==> config.mk <==
export PLATFORM = sky130hd
export DESIGN_NAME = fpec_device_flat
export DESIGN_NICKNAME = d
export VERILOG_FILES = /design/src/hw/fpec_pkg.sv /design/src/hw/fpec_if.sv /design/src/hw/fpec_device.sv /design/src/flat_wrapper.sv
export SDC_FILE = /design/constraint.sdc
export NUM_CORES = 2
export LEC_CHECK = 0
export BUFFER_PORTS_ARGS = -buffer_cell sky130_fd_sc_hd__buf_2
export CAP_MARGIN = 15
export CORE_MARGIN = 3
export CORE_UTILIZATION = 30
export CTS_BUF_LIST = sky130_fd_sc_hd__clkbuf_2 sky130_fd_sc_hd__clkbuf_4 sky130_fd_sc_hd__clkbuf_8
export CTS_CLUSTER_DIAMETER = 60
export DETAILED_ROUTE_END_ITERATION = 10
export HOLD_SLACK_MARGIN = 0.06
export MAX_ROUTING_LAYER = met4
export PLACE_DENSITY = 0.46
export SYNTH_ARGS = -nofsm -noshare
export SYNTH_HDL_FRONTEND = slang
export SYNTH_SLANG_ARGS = --single-unit
export TNS_END_PERCENT = 50
==> constraint.sdc <==
create_clock -name clk -period 3.3 [get_ports clk]
set_input_delay 0.33 -clock clk [delete_from_list [all_inputs] [get_ports clk]]
set_output_delay 0.33 -clock clk [all_outputs]
set_load 0.005 [all_outputs]
==> src/hw/fpec_pkg.sv <==
package fpec_pkg;

  // Clock and self-timed operation durations
  localparam int FPEC_CLK_PERIOD_NS = 8;
  localparam int FPEC_ERASE_TIME_NS = 3000000;
  localparam int FPEC_PROGRAM_TIME_NS = 2000000;
  localparam logic [23:0] FPEC_ERASE_CYCLES =
    24'((FPEC_ERASE_TIME_NS + FPEC_CLK_PERIOD_NS - 1) / FPEC_CLK_PERIOD_NS);
  localparam logic [23:0] FPEC_PROGRAM_CYCLES =
    24'((FPEC_PROGRAM_TIME_NS + FPEC_CLK_PERIOD_NS - 1) / FPEC_CLK_PERIOD_NS);

  // Control register field positions and reset value
  localparam int FPEC_BIT_START = 15;
  localparam int FPEC_BIT_ENABLE = 14;
  localparam int FPEC_BIT_ERROR = 13;
  localparam int FPEC_BIT_PGM_ONLY = 12;
  localparam int FPEC_BIT_ERASE = 6;
  localparam int FPEC_OP_LSB = 0;
  localparam logic [15:0] FPEC_CTRL_RST = 16'h0000;

  // Unlock keys and unlock progress
  localparam logic [7:0] FPEC_KEY_FIRST = 8'h55;
  localparam logic [7:0] FPEC_KEY_SECOND = 8'haa;
  localparam logic [1:0] FPEC_KEY_IDLE = 2'h0;
  localparam logic [1:0] FPEC_KEY_GOT_FIRST = 2'h1;
  localparam logic [1:0] FPEC_KEY_ARMED = 2'h2;

  // Operation codes: upper four bits for the xx groups, full six bits for rows
  localparam logic [3:0] FPEC_OPG_ERASE_BOOT = 4'ha;
  localparam logic [3:0] FPEC_OPG_ERASE_ALL = 4'h9;
  localparam logic [3:0] FPEC_OPG_ERASE_CONFIG = 4'h5;
  localparam logic [3:0] FPEC_OPG_ERASE_EEPROM = 4'h4;
  localparam logic [3:0] FPEC_OPG_ERASE_GENERAL = 4'h3;
  localparam logic [3:0] FPEC_OPG_WRITE_ROW = 4'h1;
  localparam logic [5:0] FPEC_OP_ERASE_ROW4 = 6'h1a;
  localparam logic [5:0] FPEC_OP_ERASE_ROW2 = 6'h19;
  localparam logic [5:0] FPEC_OP_ERASE_ROW1 = 6'h18;

  // Address bits below a block boundary
  localparam logic [23:0] FPEC_MASK_ROW1 = 24'h00003f;
  localparam logic [23:0] FPEC_MASK_ROW2 = 24'h00007f;
  localparam logic [23:0] FPEC_MASK_ROW4 = 24'h0000ff;
  localparam logic [23:0] FPEC_MASK_NONE = 24'h000000;
  localparam logic [4:0] FPEC_LAST_LATCH = 5'h1f;

  // Decode answers
  localparam logic [1:0] FPEC_DEC_NOP = 2'h0;
  localparam logic [1:0] FPEC_DEC_LEGAL = 2'h1;
  localparam logic [1:0] FPEC_DEC_REFUSED = 2'h2;

  // Device register selects on the link
  localparam logic [1:0] FPEC_SEL_CTRL = 2'h0;
  localparam logic [1:0] FPEC_SEL_KEY = 2'h1;
  localparam logic [1:0] FPEC_SEL_PAGE = 2'h2;

  // Core-end software addresses
  localparam logic [2:0] FPEC_HADDR_CTRL = 3'h0;
  localparam logic [2:0] FPEC_HADDR_KEY = 3'h1;
  localparam logic [2:0] FPEC_HADDR_PAGE = 3'h2;
  localparam logic [2:0] FPEC_HADDR_TBL_HI = 3'h3;
  localparam logic [2:0] FPEC_HADDR_TBL_OFS = 3'h4;
  localparam logic [2:0] FPEC_HADDR_TBL_LO = 3'h5;
  localparam logic [2:0] FPEC_HADDR_STATUS = 3'h6;
  localparam logic [1:0] FPEC_NOP_SLOTS = 2'h2;
  localparam logic [15:0] FPEC_TBL_STEP = 16'h0002;

  typedef enum logic [2:0] {
    FPEC_ST_IDLE = 3'b001,
    FPEC_ST_STREAM = 3'b010,
    FPEC_ST_WAIT = 3'b100
  } fpec_state_e;

endpackage : fpec_pkg

==> src/hw/fpec_if.sv <==
`timescale 1ns/1ps
interface fpec_if;
  logic reg_we;
  logic reg_re;
  logic [1:0] reg_sel;
  logic [15:0] reg_wdata;
  logic [15:0] reg_rdata;
  logic tbl_we;
  logic [15:0] tbl_offset;
  logic [23:0] tbl_data;
  logic stall;

  modport dev (
    input reg_we, reg_re, reg_sel, reg_wdata, tbl_we, tbl_offset, tbl_data,
    output reg_rdata, stall
  );
  modport core (
    output reg_we, reg_re, reg_sel, reg_wdata, tbl_we, tbl_offset, tbl_data,
    input reg_rdata, stall
  );
endinterface : fpec_if

==> src/hw/fpec_device.sv <==
`timescale 1ns/1ps
// How it works
// - Start bit launches self-timed op, clears after
// - Enable bit permits, zero inhibits operations
// - Error flag on bad sequence, cleared on success
// - Erase bit picks erase or program
// - Boot and full erase only in serial mode
// - Codes erase four, two, one rows
// - Config, EEPROM, general block erase codes
// - Program code writes row from latches
// - Unassigned codes do nothing
// - Rows chosen from table pointer address
// - Program-only bit matters for EEPROM only
// - Bits eleven to seven read zero
// - Keys 55h then AAh before start
// - Core stalled for whole operation
// - Software puts two no-ops, then waits
// - Software reads, modifies, erases, reloads, programs row
// - Software sets up row erase before unlocking
// - Start set by software, cleared by hardware
// - Table writes held in latches until programming
module fpec_device #(
  parameter logic [23:0] erase_cycles = fpec_pkg::FPEC_ERASE_CYCLES,
  parameter logic [23:0] program_cycles = fpec_pkg::FPEC_PROGRAM_CYCLES
) (
  input wire logic clk,
  input wire logic sys_rst,
  fpec_if.dev link,
  input wire logic serial_prog_mode,
  output logic arr_erase,
  output logic [5:0] arr_op_code,
  output logic [23:0] arr_addr,
  output logic arr_prog_only,
  output logic arr_wr_en,
  output logic [23:0] arr_wr_addr,
  output logic [23:0] arr_wr_data
);
  import fpec_pkg::*;

  typedef struct packed {
    fpec_state_e st;
    logic start;
    logic enable;
    logic error;
    logic pgm_only;
    logic erase;
    logic [5:0] op;
    logic [1:0] key;
    logic [7:0] page;
    logic [15:0] ptr;
    logic [23:0] cnt;
    logic [4:0] idx;
    logic [15:0] rdata;
    logic [2:0] msync;
    logic mode;
    logic erase_p;
    logic [5:0] op_out;
    logic [23:0] base;
    logic prog_only;
    logic wr_en;
    logic [23:0] wr_addr;
    logic [23:0] wr_data;
    logic [31:0][23:0] latch;
  } fpec_dev_s;

  fpec_dev_s q;
  fpec_dev_s d;
  logic [15:0] ctrl_view;
  logic [1:0] dec;
  logic [23:0] dec_mask;
  logic [5:0] w_op;
  logic w_erase;

  // Classify an operation code against erase select and serial mode
  function automatic logic [1:0] fpec_classify(input logic [5:0] op, input logic er,
                                               input logic serial);
    logic [1:0] r;
    r = FPEC_DEC_NOP;
    if (er) begin
      if (op[5:2] == FPEC_OPG_ERASE_BOOT || op[5:2] == FPEC_OPG_ERASE_ALL) begin
        r = serial ? FPEC_DEC_LEGAL : FPEC_DEC_REFUSED;
      end else if (op == FPEC_OP_ERASE_ROW4 || op == FPEC_OP_ERASE_ROW2 ||
                   op == FPEC_OP_ERASE_ROW1) begin
        r = FPEC_DEC_LEGAL;
      end else if (op[5:2] == FPEC_OPG_ERASE_CONFIG || op[5:2] == FPEC_OPG_ERASE_EEPROM ||
                   op[5:2] == FPEC_OPG_ERASE_GENERAL) begin
        r = FPEC_DEC_LEGAL;
      end
    end else if (op[5:2] == FPEC_OPG_WRITE_ROW) begin
      r = FPEC_DEC_LEGAL;
    end
    return r;
  endfunction : fpec_classify

  // Block boundary of the rows that an operation touches
  function automatic logic [23:0] fpec_row_mask(input logic [5:0] op, input logic er);
    logic [23:0] m;
    m = FPEC_MASK_NONE;
    if (!er) begin
      m = FPEC_MASK_ROW1;
    end else if (op == FPEC_OP_ERASE_ROW4) begin
      m = FPEC_MASK_ROW4;
    end else if (op == FPEC_OP_ERASE_ROW2) begin
      m = FPEC_MASK_ROW2;
    end else if (op == FPEC_OP_ERASE_ROW1) begin
      m = FPEC_MASK_ROW1;
    end
    return m;
  endfunction : fpec_row_mask

  // Readable image of the control register
  always_comb begin
    ctrl_view = 16'h0000;
    ctrl_view[FPEC_BIT_START] = q.start;
    ctrl_view[FPEC_BIT_ENABLE] = q.enable;
    ctrl_view[FPEC_BIT_ERROR] = q.error;
    ctrl_view[FPEC_BIT_PGM_ONLY] = q.pgm_only;
    ctrl_view[FPEC_BIT_ERASE] = q.erase;
    ctrl_view[FPEC_OP_LSB +: 6] = q.op;
  end

  // Decode of the control word being written
  assign w_op = link.reg_wdata[FPEC_OP_LSB +: 6];
  assign w_erase = link.reg_wdata[FPEC_BIT_ERASE];
  assign dec = fpec_classify(w_op, w_erase, q.mode);
  assign dec_mask = fpec_row_mask(w_op, w_erase);

  // Next-state logic
  always_comb begin
    d = q;
    d.erase_p = 1'b0;
    d.wr_en = 1'b0;
    d.rdata = 16'h0000;
    d.msync = {q.msync[1:0], serial_prog_mode};
    if (q.msync[2] == q.msync[1]) begin
      d.mode = q.msync[2];
    end
    if (link.reg_re) begin
      case (link.reg_sel)
        FPEC_SEL_CTRL: d.rdata = ctrl_view;
        FPEC_SEL_PAGE: d.rdata = {8'h00, q.page};
        default: d.rdata = 16'h0000;
      endcase
    end
    case (q.st)
      FPEC_ST_IDLE: begin
        if (link.tbl_we) begin
          d.key = FPEC_KEY_IDLE;
          d.latch[link.tbl_offset[5:1]] = link.tbl_data;
          d.ptr = link.tbl_offset;
        end else if (link.reg_we) begin
          d.key = FPEC_KEY_IDLE;
          case (link.reg_sel)
            FPEC_SEL_KEY: begin
              if (link.reg_wdata[7:0] == FPEC_KEY_FIRST) begin
                d.key = FPEC_KEY_GOT_FIRST;
              end else if (link.reg_wdata[7:0] == FPEC_KEY_SECOND &&
                           q.key == FPEC_KEY_GOT_FIRST) begin
                d.key = FPEC_KEY_ARMED;
              end
            end
            FPEC_SEL_PAGE: d.page = link.reg_wdata[7:0];
            FPEC_SEL_CTRL: begin
              d.enable = link.reg_wdata[FPEC_BIT_ENABLE];
              d.error = link.reg_wdata[FPEC_BIT_ERROR];
              d.pgm_only = link.reg_wdata[FPEC_BIT_PGM_ONLY];
              d.erase = w_erase;
              d.op = w_op;
              if (link.reg_wdata[FPEC_BIT_START]) begin
                if (q.key != FPEC_KEY_ARMED || !link.reg_wdata[FPEC_BIT_ENABLE] ||
                    dec == FPEC_DEC_REFUSED) begin
                  d.error = 1'b1;
                end else if (dec == FPEC_DEC_LEGAL) begin
                  d.start = 1'b1;
                  d.base = {q.page, q.ptr} & ~dec_mask;
                  d.op_out = w_op;
                  d.prog_only = link.reg_wdata[FPEC_BIT_PGM_ONLY] & w_erase &
                                (w_op[5:2] == FPEC_OPG_ERASE_EEPROM);
                  d.idx = 5'h00;
                  if (w_erase) begin
                    d.erase_p = 1'b1;
                    d.cnt = erase_cycles - 24'h000001;
                    d.st = FPEC_ST_WAIT;
                  end else begin
                    d.st = FPEC_ST_STREAM;
                  end
                end
              end
            end
            default: d.key = FPEC_KEY_IDLE;
          endcase
        end
      end
      FPEC_ST_STREAM: begin
        d.wr_en = 1'b1;
        d.wr_addr = q.base + {18'h00000, q.idx, 1'b0};
        d.wr_data = q.latch[q.idx];
        d.idx = q.idx + 5'h01;
        if (q.idx == FPEC_LAST_LATCH) begin
          d.cnt = program_cycles - 24'h000001;
          d.st = FPEC_ST_WAIT;
        end
      end
      FPEC_ST_WAIT: begin
        d.cnt = q.cnt - 24'h000001;
        if (q.cnt == 24'h000000) begin
          d.start = 1'b0;
          d.error = 1'b0;
          d.st = FPEC_ST_IDLE;
        end
      end
      default: d.st = FPEC_ST_IDLE;
    endcase
  end

  // State register
  always_ff @(posedge clk) begin
    if (sys_rst) begin
      q <= '0;
      q.st <= FPEC_ST_IDLE;
      {q.start, q.enable, q.error, q.pgm_only} <= FPEC_CTRL_RST[15:12];
    end else begin
      q <= d;
    end
  end

  // Outputs
  assign link.stall = (q.st != FPEC_ST_IDLE);
  assign link.reg_rdata = q.rdata;
  assign arr_erase = q.erase_p;
  assign arr_op_code = q.op_out;
  assign arr_addr = q.base;
  assign arr_prog_only = q.prog_only;
  assign arr_wr_en = q.wr_en;
  assign arr_wr_addr = q.wr_addr;
  assign arr_wr_data = q.wr_data;

endmodule : fpec_device

==> src/flat_wrapper.sv <==
// flat-port wrapper written by rule: the top's interface ports become plain ports
module fpec_device_flat import fpec_pkg::*;
#(
  parameter logic [23:0] erase_cycles = fpec_pkg::FPEC_ERASE_CYCLES,
  parameter logic [23:0] program_cycles = fpec_pkg::FPEC_PROGRAM_CYCLES
)
  (clk, sys_rst, serial_prog_mode, arr_erase, arr_op_code, arr_addr, arr_prog_only, arr_wr_en, arr_wr_addr, arr_wr_data, link_reg_we, link_reg_re, link_reg_sel, link_reg_wdata, link_tbl_we, link_tbl_offset, link_tbl_data, link_reg_rdata, link_stall);
  fpec_if link_i ();
  input wire logic clk;
  input wire logic sys_rst;
  input wire logic serial_prog_mode;
  output logic arr_erase;
  output logic [5:0] arr_op_code;
  output logic [23:0] arr_addr;
  output logic arr_prog_only;
  output logic arr_wr_en;
  output logic [23:0] arr_wr_addr;
  output logic [23:0] arr_wr_data;
  input wire logic [$bits(link_i.reg_we)-1:0] link_reg_we;
  input wire logic [$bits(link_i.reg_re)-1:0] link_reg_re;
  input wire logic [$bits(link_i.reg_sel)-1:0] link_reg_sel;
  input wire logic [$bits(link_i.reg_wdata)-1:0] link_reg_wdata;
  input wire logic [$bits(link_i.tbl_we)-1:0] link_tbl_we;
  input wire logic [$bits(link_i.tbl_offset)-1:0] link_tbl_offset;
  input wire logic [$bits(link_i.tbl_data)-1:0] link_tbl_data;
  output wire logic [$bits(link_i.reg_rdata)-1:0] link_reg_rdata;
  output wire logic [$bits(link_i.stall)-1:0] link_stall;
  assign link_i.reg_we = link_reg_we;
  assign link_i.reg_re = link_reg_re;
  assign link_i.reg_sel = link_reg_sel;
  assign link_i.reg_wdata = link_reg_wdata;
  assign link_i.tbl_we = link_tbl_we;
  assign link_i.tbl_offset = link_tbl_offset;
  assign link_i.tbl_data = link_tbl_data;
  assign link_reg_rdata = link_i.reg_rdata;
  assign link_stall = link_i.stall;
  fpec_device #(.erase_cycles(erase_cycles), .program_cycles(program_cycles)) u_core (.clk(clk), .sys_rst(sys_rst), .link(link_i), .serial_prog_mode(serial_prog_mode), .arr_erase(arr_erase), .arr_op_code(arr_op_code), .arr_addr(arr_addr), .arr_prog_only(arr_prog_only), .arr_wr_en(arr_wr_en), .arr_wr_addr(arr_wr_addr), .arr_wr_data(arr_wr_data));
endmodule
* Word-level counts from Yosys, hierarchy flattened
Index checks and enable logic that the tools add are counted.
** Word-level totals
- Word-level logic and storage cells :: 180
- Flip-flop bits (word level) :: 938
- Bits of input ports :: 64
- Output and inout bits :: 98
** Cells by class
- $lt $le $gt $ge :: 3
- Add/subtract/negate cells :: 3
- Muxes and demuxes :: 48
- Equal/unequal tests :: 32
- Bitwise operators :: 12
- Reductions and logical operators :: 28
** Operators with widths (number)
- 768-bit bitwise mux :: 1
- 24-bit 2-to-1 mux :: 8
- 29-bit 2-to-1 mux :: 6
- 24-bit binary-select mux with 5-bit select :: 1
- 24-bit demux with 5-bit select :: 1
- 24-bit case mux with 3 select lines :: 1
- 49-bit 2-to-1 mux :: 1
- 16-bit case mux with 2 select lines :: 1
- 14-bit 2-to-1 mux :: 2
- 24-bit by 6-bit adder with 24-bit output :: 1
- 24-bit bitwise AND :: 1
- 24-bit logical NOT :: 1
- 24-bit inverter :: 1
- 24-bit by 1-bit subtractor with 24-bit output (second input constant) :: 1
- 6-bit by 5-bit equality test with 1-bit output (second input constant) :: 3
- 2-bit 2-to-1 mux :: 8
- 4-bit 2-to-1 mux :: 4
- 8-bit AND reduction :: 2
- 2-bit inequality test (second input constant) :: 7
- 7-bit AND reduction :: 2
- 5-bit by 6-bit less-than comparator with 1-bit output (second input constant) :: 2
- 5-bit case mux with 2 select lines :: 1
- 3-bit case mux with 3 select lines :: 1
- 9-bit AND reduction :: 1
- 35 further kinds :: 68

* Depth between registers and ports, before layout
- Depth after elaboration :: 15
- Depth in mapped cells :: 13
- Depth with buffers taken out :: 9

* Least setup slack after synthesis
No wires, ideal clock.
- Kind :: reg-to-reg
- From :: register u_core.q[872] (netlist name)
- To :: register u_core.q[890] (netlist name)
- Data arrival time :: 2978 ps
- Slack :: 252 ps
- Buffers on the path :: 5
- Library setup time :: 70 ps
- Period minus slack after synthesis :: 3048 ps
- Cell stages (with the launch flop) :: 13
- Cell sequence :: dfxtp_1 > clkbuf_1 > clkbuf_1 > clkbuf_1 > buf_1 > and3_1 > ha_1 > nand3b_1 > a21oi_1 > clkbuf_1 > nor2_1 > or4_1 > a21oi_1
** Between the ends
- Word-level cells in the longest chain between the ends :: 3
** Ends and longest elaborated chain
- from (decl) :: line fpec_device.sv:66 : fpec_dev_s q;
- 5-bit equality test :: line fpec_device.sv:199 : if (q.idx == FPEC_LAST_LATCH) begin
- 2-bit by 1-bit inequality test with 1-bit output (no line)
- 9-bit AND reduction (no line)
No other way between the ends.
A chain may end at the register's enable or synchronous reset.

* Worst setup path after layout
- From :: register u_core.q[937] (netlist name)
- To :: register u_core.q[890] (netlist name)
** Between the ends
- Word-level cells in the longest chain between the ends :: 3
- Elaborated cells on any way between the ends :: 14
- Those cells by class :: eq/ne (11); mux (1); reduce/logical (2)
** Ends and longest elaborated chain
- 3-bit by 2-bit equality test with 1-bit output (tied with other cells) :: line fpec_device.sv:145 : case (q.st)
- 2-bit by 1-bit inequality test with 1-bit output (no line) (tied with other cells)
- 9-bit AND reduction (no line)
Several ways; a longest one is shown, not always the timed one.

==> flow_summary.json <==
{
  "status": "complete, no violations",
  "critical_path_class": "reg2reg",
  "cts-root-buf": "clkbuf_8",
  "ys_async_sr_fraction_pct": 0,
  "die_w_um": 371.1,
  "drive_above_1_share_pct": 16.00,
  "die_area_um2": 137700,
  "dp_hpwl_um": 84930,
  "synth_top_flop_cell": "dfxtp_1",
  "critPathLaunchType": "flop",
  "slowest_delay_ns": 0.56,
  "worst_ep_required_time_ns": 4.10,
  "cpMostUsedCell": "or4_1",
  "cts_resized": 0,
  "drt_iter0_markers": 3228,
  "period_needed_ns": 2.960,
  "drt_first_pass_iters": 5,
  "clk_pin_slew_worst_paths_ns": 0.06,
  "p_sw_mw": 5.754,
  "wl_um": 146000,
  "vias": 34189,
  "place.gp.congestion": 0.7986,
  "hp-class": "in2reg",
  "multi_input_area_um2": 19090,
  "antenna_found_initial": 10,
  "swShare_pct": 24.29,
  "fillers": 13732,
  "cts_tree": "done",
  "p_int_mw": 17.94,
  "cp-end-kind": "flop",
  "leakagePower_nw": 15.29,
  "p_seq_share_pct": 48.1,
  "synthCells": 4875,
  "path_delay_family": "simple AND/OR/NAND/NOR gates",
  "p_per_area_nw_per_um2": 514.0,
  "grt_max_degree": 197,
  "vias_per_cell": 5.055,
  "r2r-end": "u_core.q[890]$_SDFFE_PP0P_",
  "synth_warnings": 0,
  "syn_area_um2": 40000,
  "final_nets": 4952,
  "crit_arrival_ns": 3.76,
  "worst-path-buf-inv": 1,
  "synth_edf_count": 0,
  "clock_power_share_pct": 47.9,
  "p_total_mw": 23.69,
  "dp_slack_ns": 0.3762,
  "io_buffers": 153,
  "vdd_drop_max_uv": 421.2,
  "maxCapViolCount": 0,
  "grt_first_pass_wirelength_um": 215500,
  "synth_cell_types": 59,
  "max_freq_ghz": 0.3379,
  "cts_made_buffers": 160,
  "syn_to_final_growth_pct": 15.22,
  "grtUsageTotal_pct": 21.33,
  "finalHoldViolations": 0,
  "ys_ff_latch": 934,
  "synth_top_cell_area_share_pct": 46.75,
  "hp-start": "link_tbl_data[16]",
  "synth_largest_area_cell": "dfxtp_1",
  "core_area_um2": 132000,
  "yosysSeqAreaShare_pct": 46.75,
  "tightest_slew_ns": 1.114,
  "grt_pass1_vias": 32670,
  "globalRouteOverflowTotal": 0,
  "synth.area.top_cells": "dfxtp_1 47%, nand2_1 16%, a21oi_1 11%, mux4_2 9.5%, clkbuf_1 3.6%",
  "fin_setup_tns_ns": 0,
  "min_path_cells": 3,
  "ant_nets": 0,
  "r2r_slack_ns": 0.34,
  "maxSlewViolCount": 0,
  "route.detailed.wl_per_inst_um": 21.58,
  "slew_headroom_pct": 25.72,
  "dieHeight_um": 371.1,
  "fin_skew_ns": 0.03023,
  "io_pins": 162,
  "crit_slowest_cell": "or4_1",
  "fin_cells": 6764,
  "timing.final.ws_setup_ns": 0.3403,
  "rsz0062_at_grt": "false",
  "drc": 0,
  "p_comb_share_pct": 4.0,
  "clockBufferDepth": 3,
  "initial_core_util_pct": 30.31,
  "rows": 133,
  "cp_max_fo": 15,
  "avgSynthCellArea_um2": 8.205,
  "clock_sinks": 934,
  "htreeDepth": 4,
  "reg2reg_depth": 7,
  "finalSetupViolCount": 0,
  "hold_path_end": "u_core.q[184]$_SDFFE_PP0P_",
  "seqCellArea_um2": 18710,
  "hold_slack_ns": 0.1138,
  "final.period_utilization_pct": 89.69,
  "dp_cells": 6417,
  "cp_cell_sequence": "nor3b_2, inv_2, or4_1, a2111oi_4, a21oi_2, or4_1, a21oi_1",
  "clk_latency_ns": 0.90,
  "reg2reg_from": "u_core.q[937]$_SDFFE_PP0P_"
}
[worst max path at each step]
stage                          startpoint                                 to  slack (ns)  cells after the start
3_3_place_gp   u_core.q[937]$_SDFFE_PP0P_         u_core.q[890]$_SDFFE_PP0P_        0.40                      7
4_1_cts        u_core.q[937]$_SDFFE_PP0P_         u_core.q[890]$_SDFFE_PP0P_        0.34                      7
5_1_grt        u_core.q[874]$_SDFFE_PP0P_  u_core.ctrl_view[13]$_SDFFE_PP0P_        0.09                      9
2_1_floorplan  u_core.q[872]$_SDFFE_PP0P_         u_core.q[890]$_SDFFE_PP0P_        0.25                     12
3_5_place_dp   u_core.q[937]$_SDFFE_PP0P_         u_core.q[890]$_SDFFE_PP0P_        0.38                      7
6_report       u_core.q[937]$_SDFFE_PP0P_         u_core.q[890]$_SDFFE_PP0P_        0.34                      7
[registers in the layout, indices dropped and copies added (netlist names)]
name,flops
u_core.arr_wr_en,1
u_core.d,2
u_core.arr_op_code,6
u_core.link.reg_rdata,12
u_core.q,828
u_core.arr_wr_data,24
u_core.arr_wr_addr,24
u_core.arr_addr,24
u_core.ctrl_view,11
u_core.arr_erase,1
u_core.arr_prog_only,1
[power by group through the flow]
stage | Combinational, mW | Sequential, mW | Clock [mW]
after detailed placement | 0.883 | 11.6 | 0
final | 0.941 | 11.4 | 11.3
after global routing | 1.00 | 11.4 | 12.1
after floorplan | 0.511 | 11.6 | 0
after global placement | 0.882 | 11.6 | 0
after CTS | 0.935 | 11.4 | 11.6
[layout by cell type, fill, tap and decap left out, types with 11 or more instances in the layout]
cell type	Yosys	final
a211o_1	24	24
a211oi_1	16	16
a21oi_1	878	878
a221oi_1	49	49
buf_12	0	11
buf_2	5	152
buf_4	94	133
clkbuf_4	0	48
clkbuf_8	0	216
dfxtp_1	934	930
dlygate4sd3_1	0	55
inv_1	13	13
mux2i_1	96	96
mux4_2	168	168
nand2_1	1692	1692
nand3_1	30	30
nor2_1	188	158
nor2_2	0	29
nor3_1	23	22
o21ai_0	81	81
xor2_1	18	18
[per-layer routing]
| metal | routed length (um) | global-route usage [%] |
|---|---|---|
| met1 | 64070 | 27.49 |
| met2 | 66360 | 32.72 |
| met3 | 9879 | 4.179 |
| met4 | 5663 | 8.834 |
| met5 | 0 | - |
[per-stage QoR]
stage                     area [um^2]  util [%]
final                           46080     34.92
after global routing            46080     34.92
after CTS                       46060     34.91
after detailed placement        42040     31.86
after global placement          42040     31.86
after floorplan                 40010         -
[synthesized netlist by cell type (5+ instances only)]
cell and count:
nand2_1 1692, dfxtp_1 934, a21oi_1 878, clkbuf_1 385, nor2_1 188, mux4_2 168, mux2i_1 96, buf_4 94
o21ai_0 81, a221oi_1 49, nand3_1 30, buf_1 29, a211o_1 24, nor3_1 23, xor2_1 18, a211oi_1 16
inv_1 13, nor3b_1 10, and2_1 8, and3_1 8, ha_1 8, nand2b_1 8, nor4_1 8, nand3b_1 7
nor2b_1 7, or3_1 7, a31oi_1 6, buf_2 5, nand4b_1 5, o2111ai_1 5, o211ai_1 5, o22ai_1 5
[worst reg2reg max path, stage by stage, from the launching register on]
cell	delay, ns
dfxtp_1	0.41
nor3b_2	0.34
inv_2	0.14
or4_1	0.56
a2111oi_4	0.45
a21oi_2	0.29
or4_1	0.56
a21oi_1	0.13
[final cells by class]
cell class | instances | share of cell area [%]
antenna | 9 | 0.04887
clock buffer | 264 | 7.233
clock inverter | 19 | 0.2959
inverter | 14 | 0.1140
multi-input combinational | 3417 | 41.42
sequential | 934 | 40.61
tap | 1755 | 4.765
timing repair buffer | 352 | 5.522
[timing repair]
action / in CTS / in global routing
setup buffers: 0 / 0
hold endpoints to repair: 318 / 0
setup endpoints to repair: 0 / 0
hold buffers: 55 / 0
[cell families (layout without fill, tap and decap cells)]
kind of cell	after synthesis	after routing	share of synthesized area [%]
compound gates	1090	1090	14.75
fa+ha+maj	9	9	0.3003
flops	934	934	46.75
xor+xnor	22	22	0.4817
simple gates	2028	2028	20.00
other cells	1	13	0.009376
buf+inv	527	649	5.844
mux	264	264	11.86
Power figures use the tool's default switching activity.
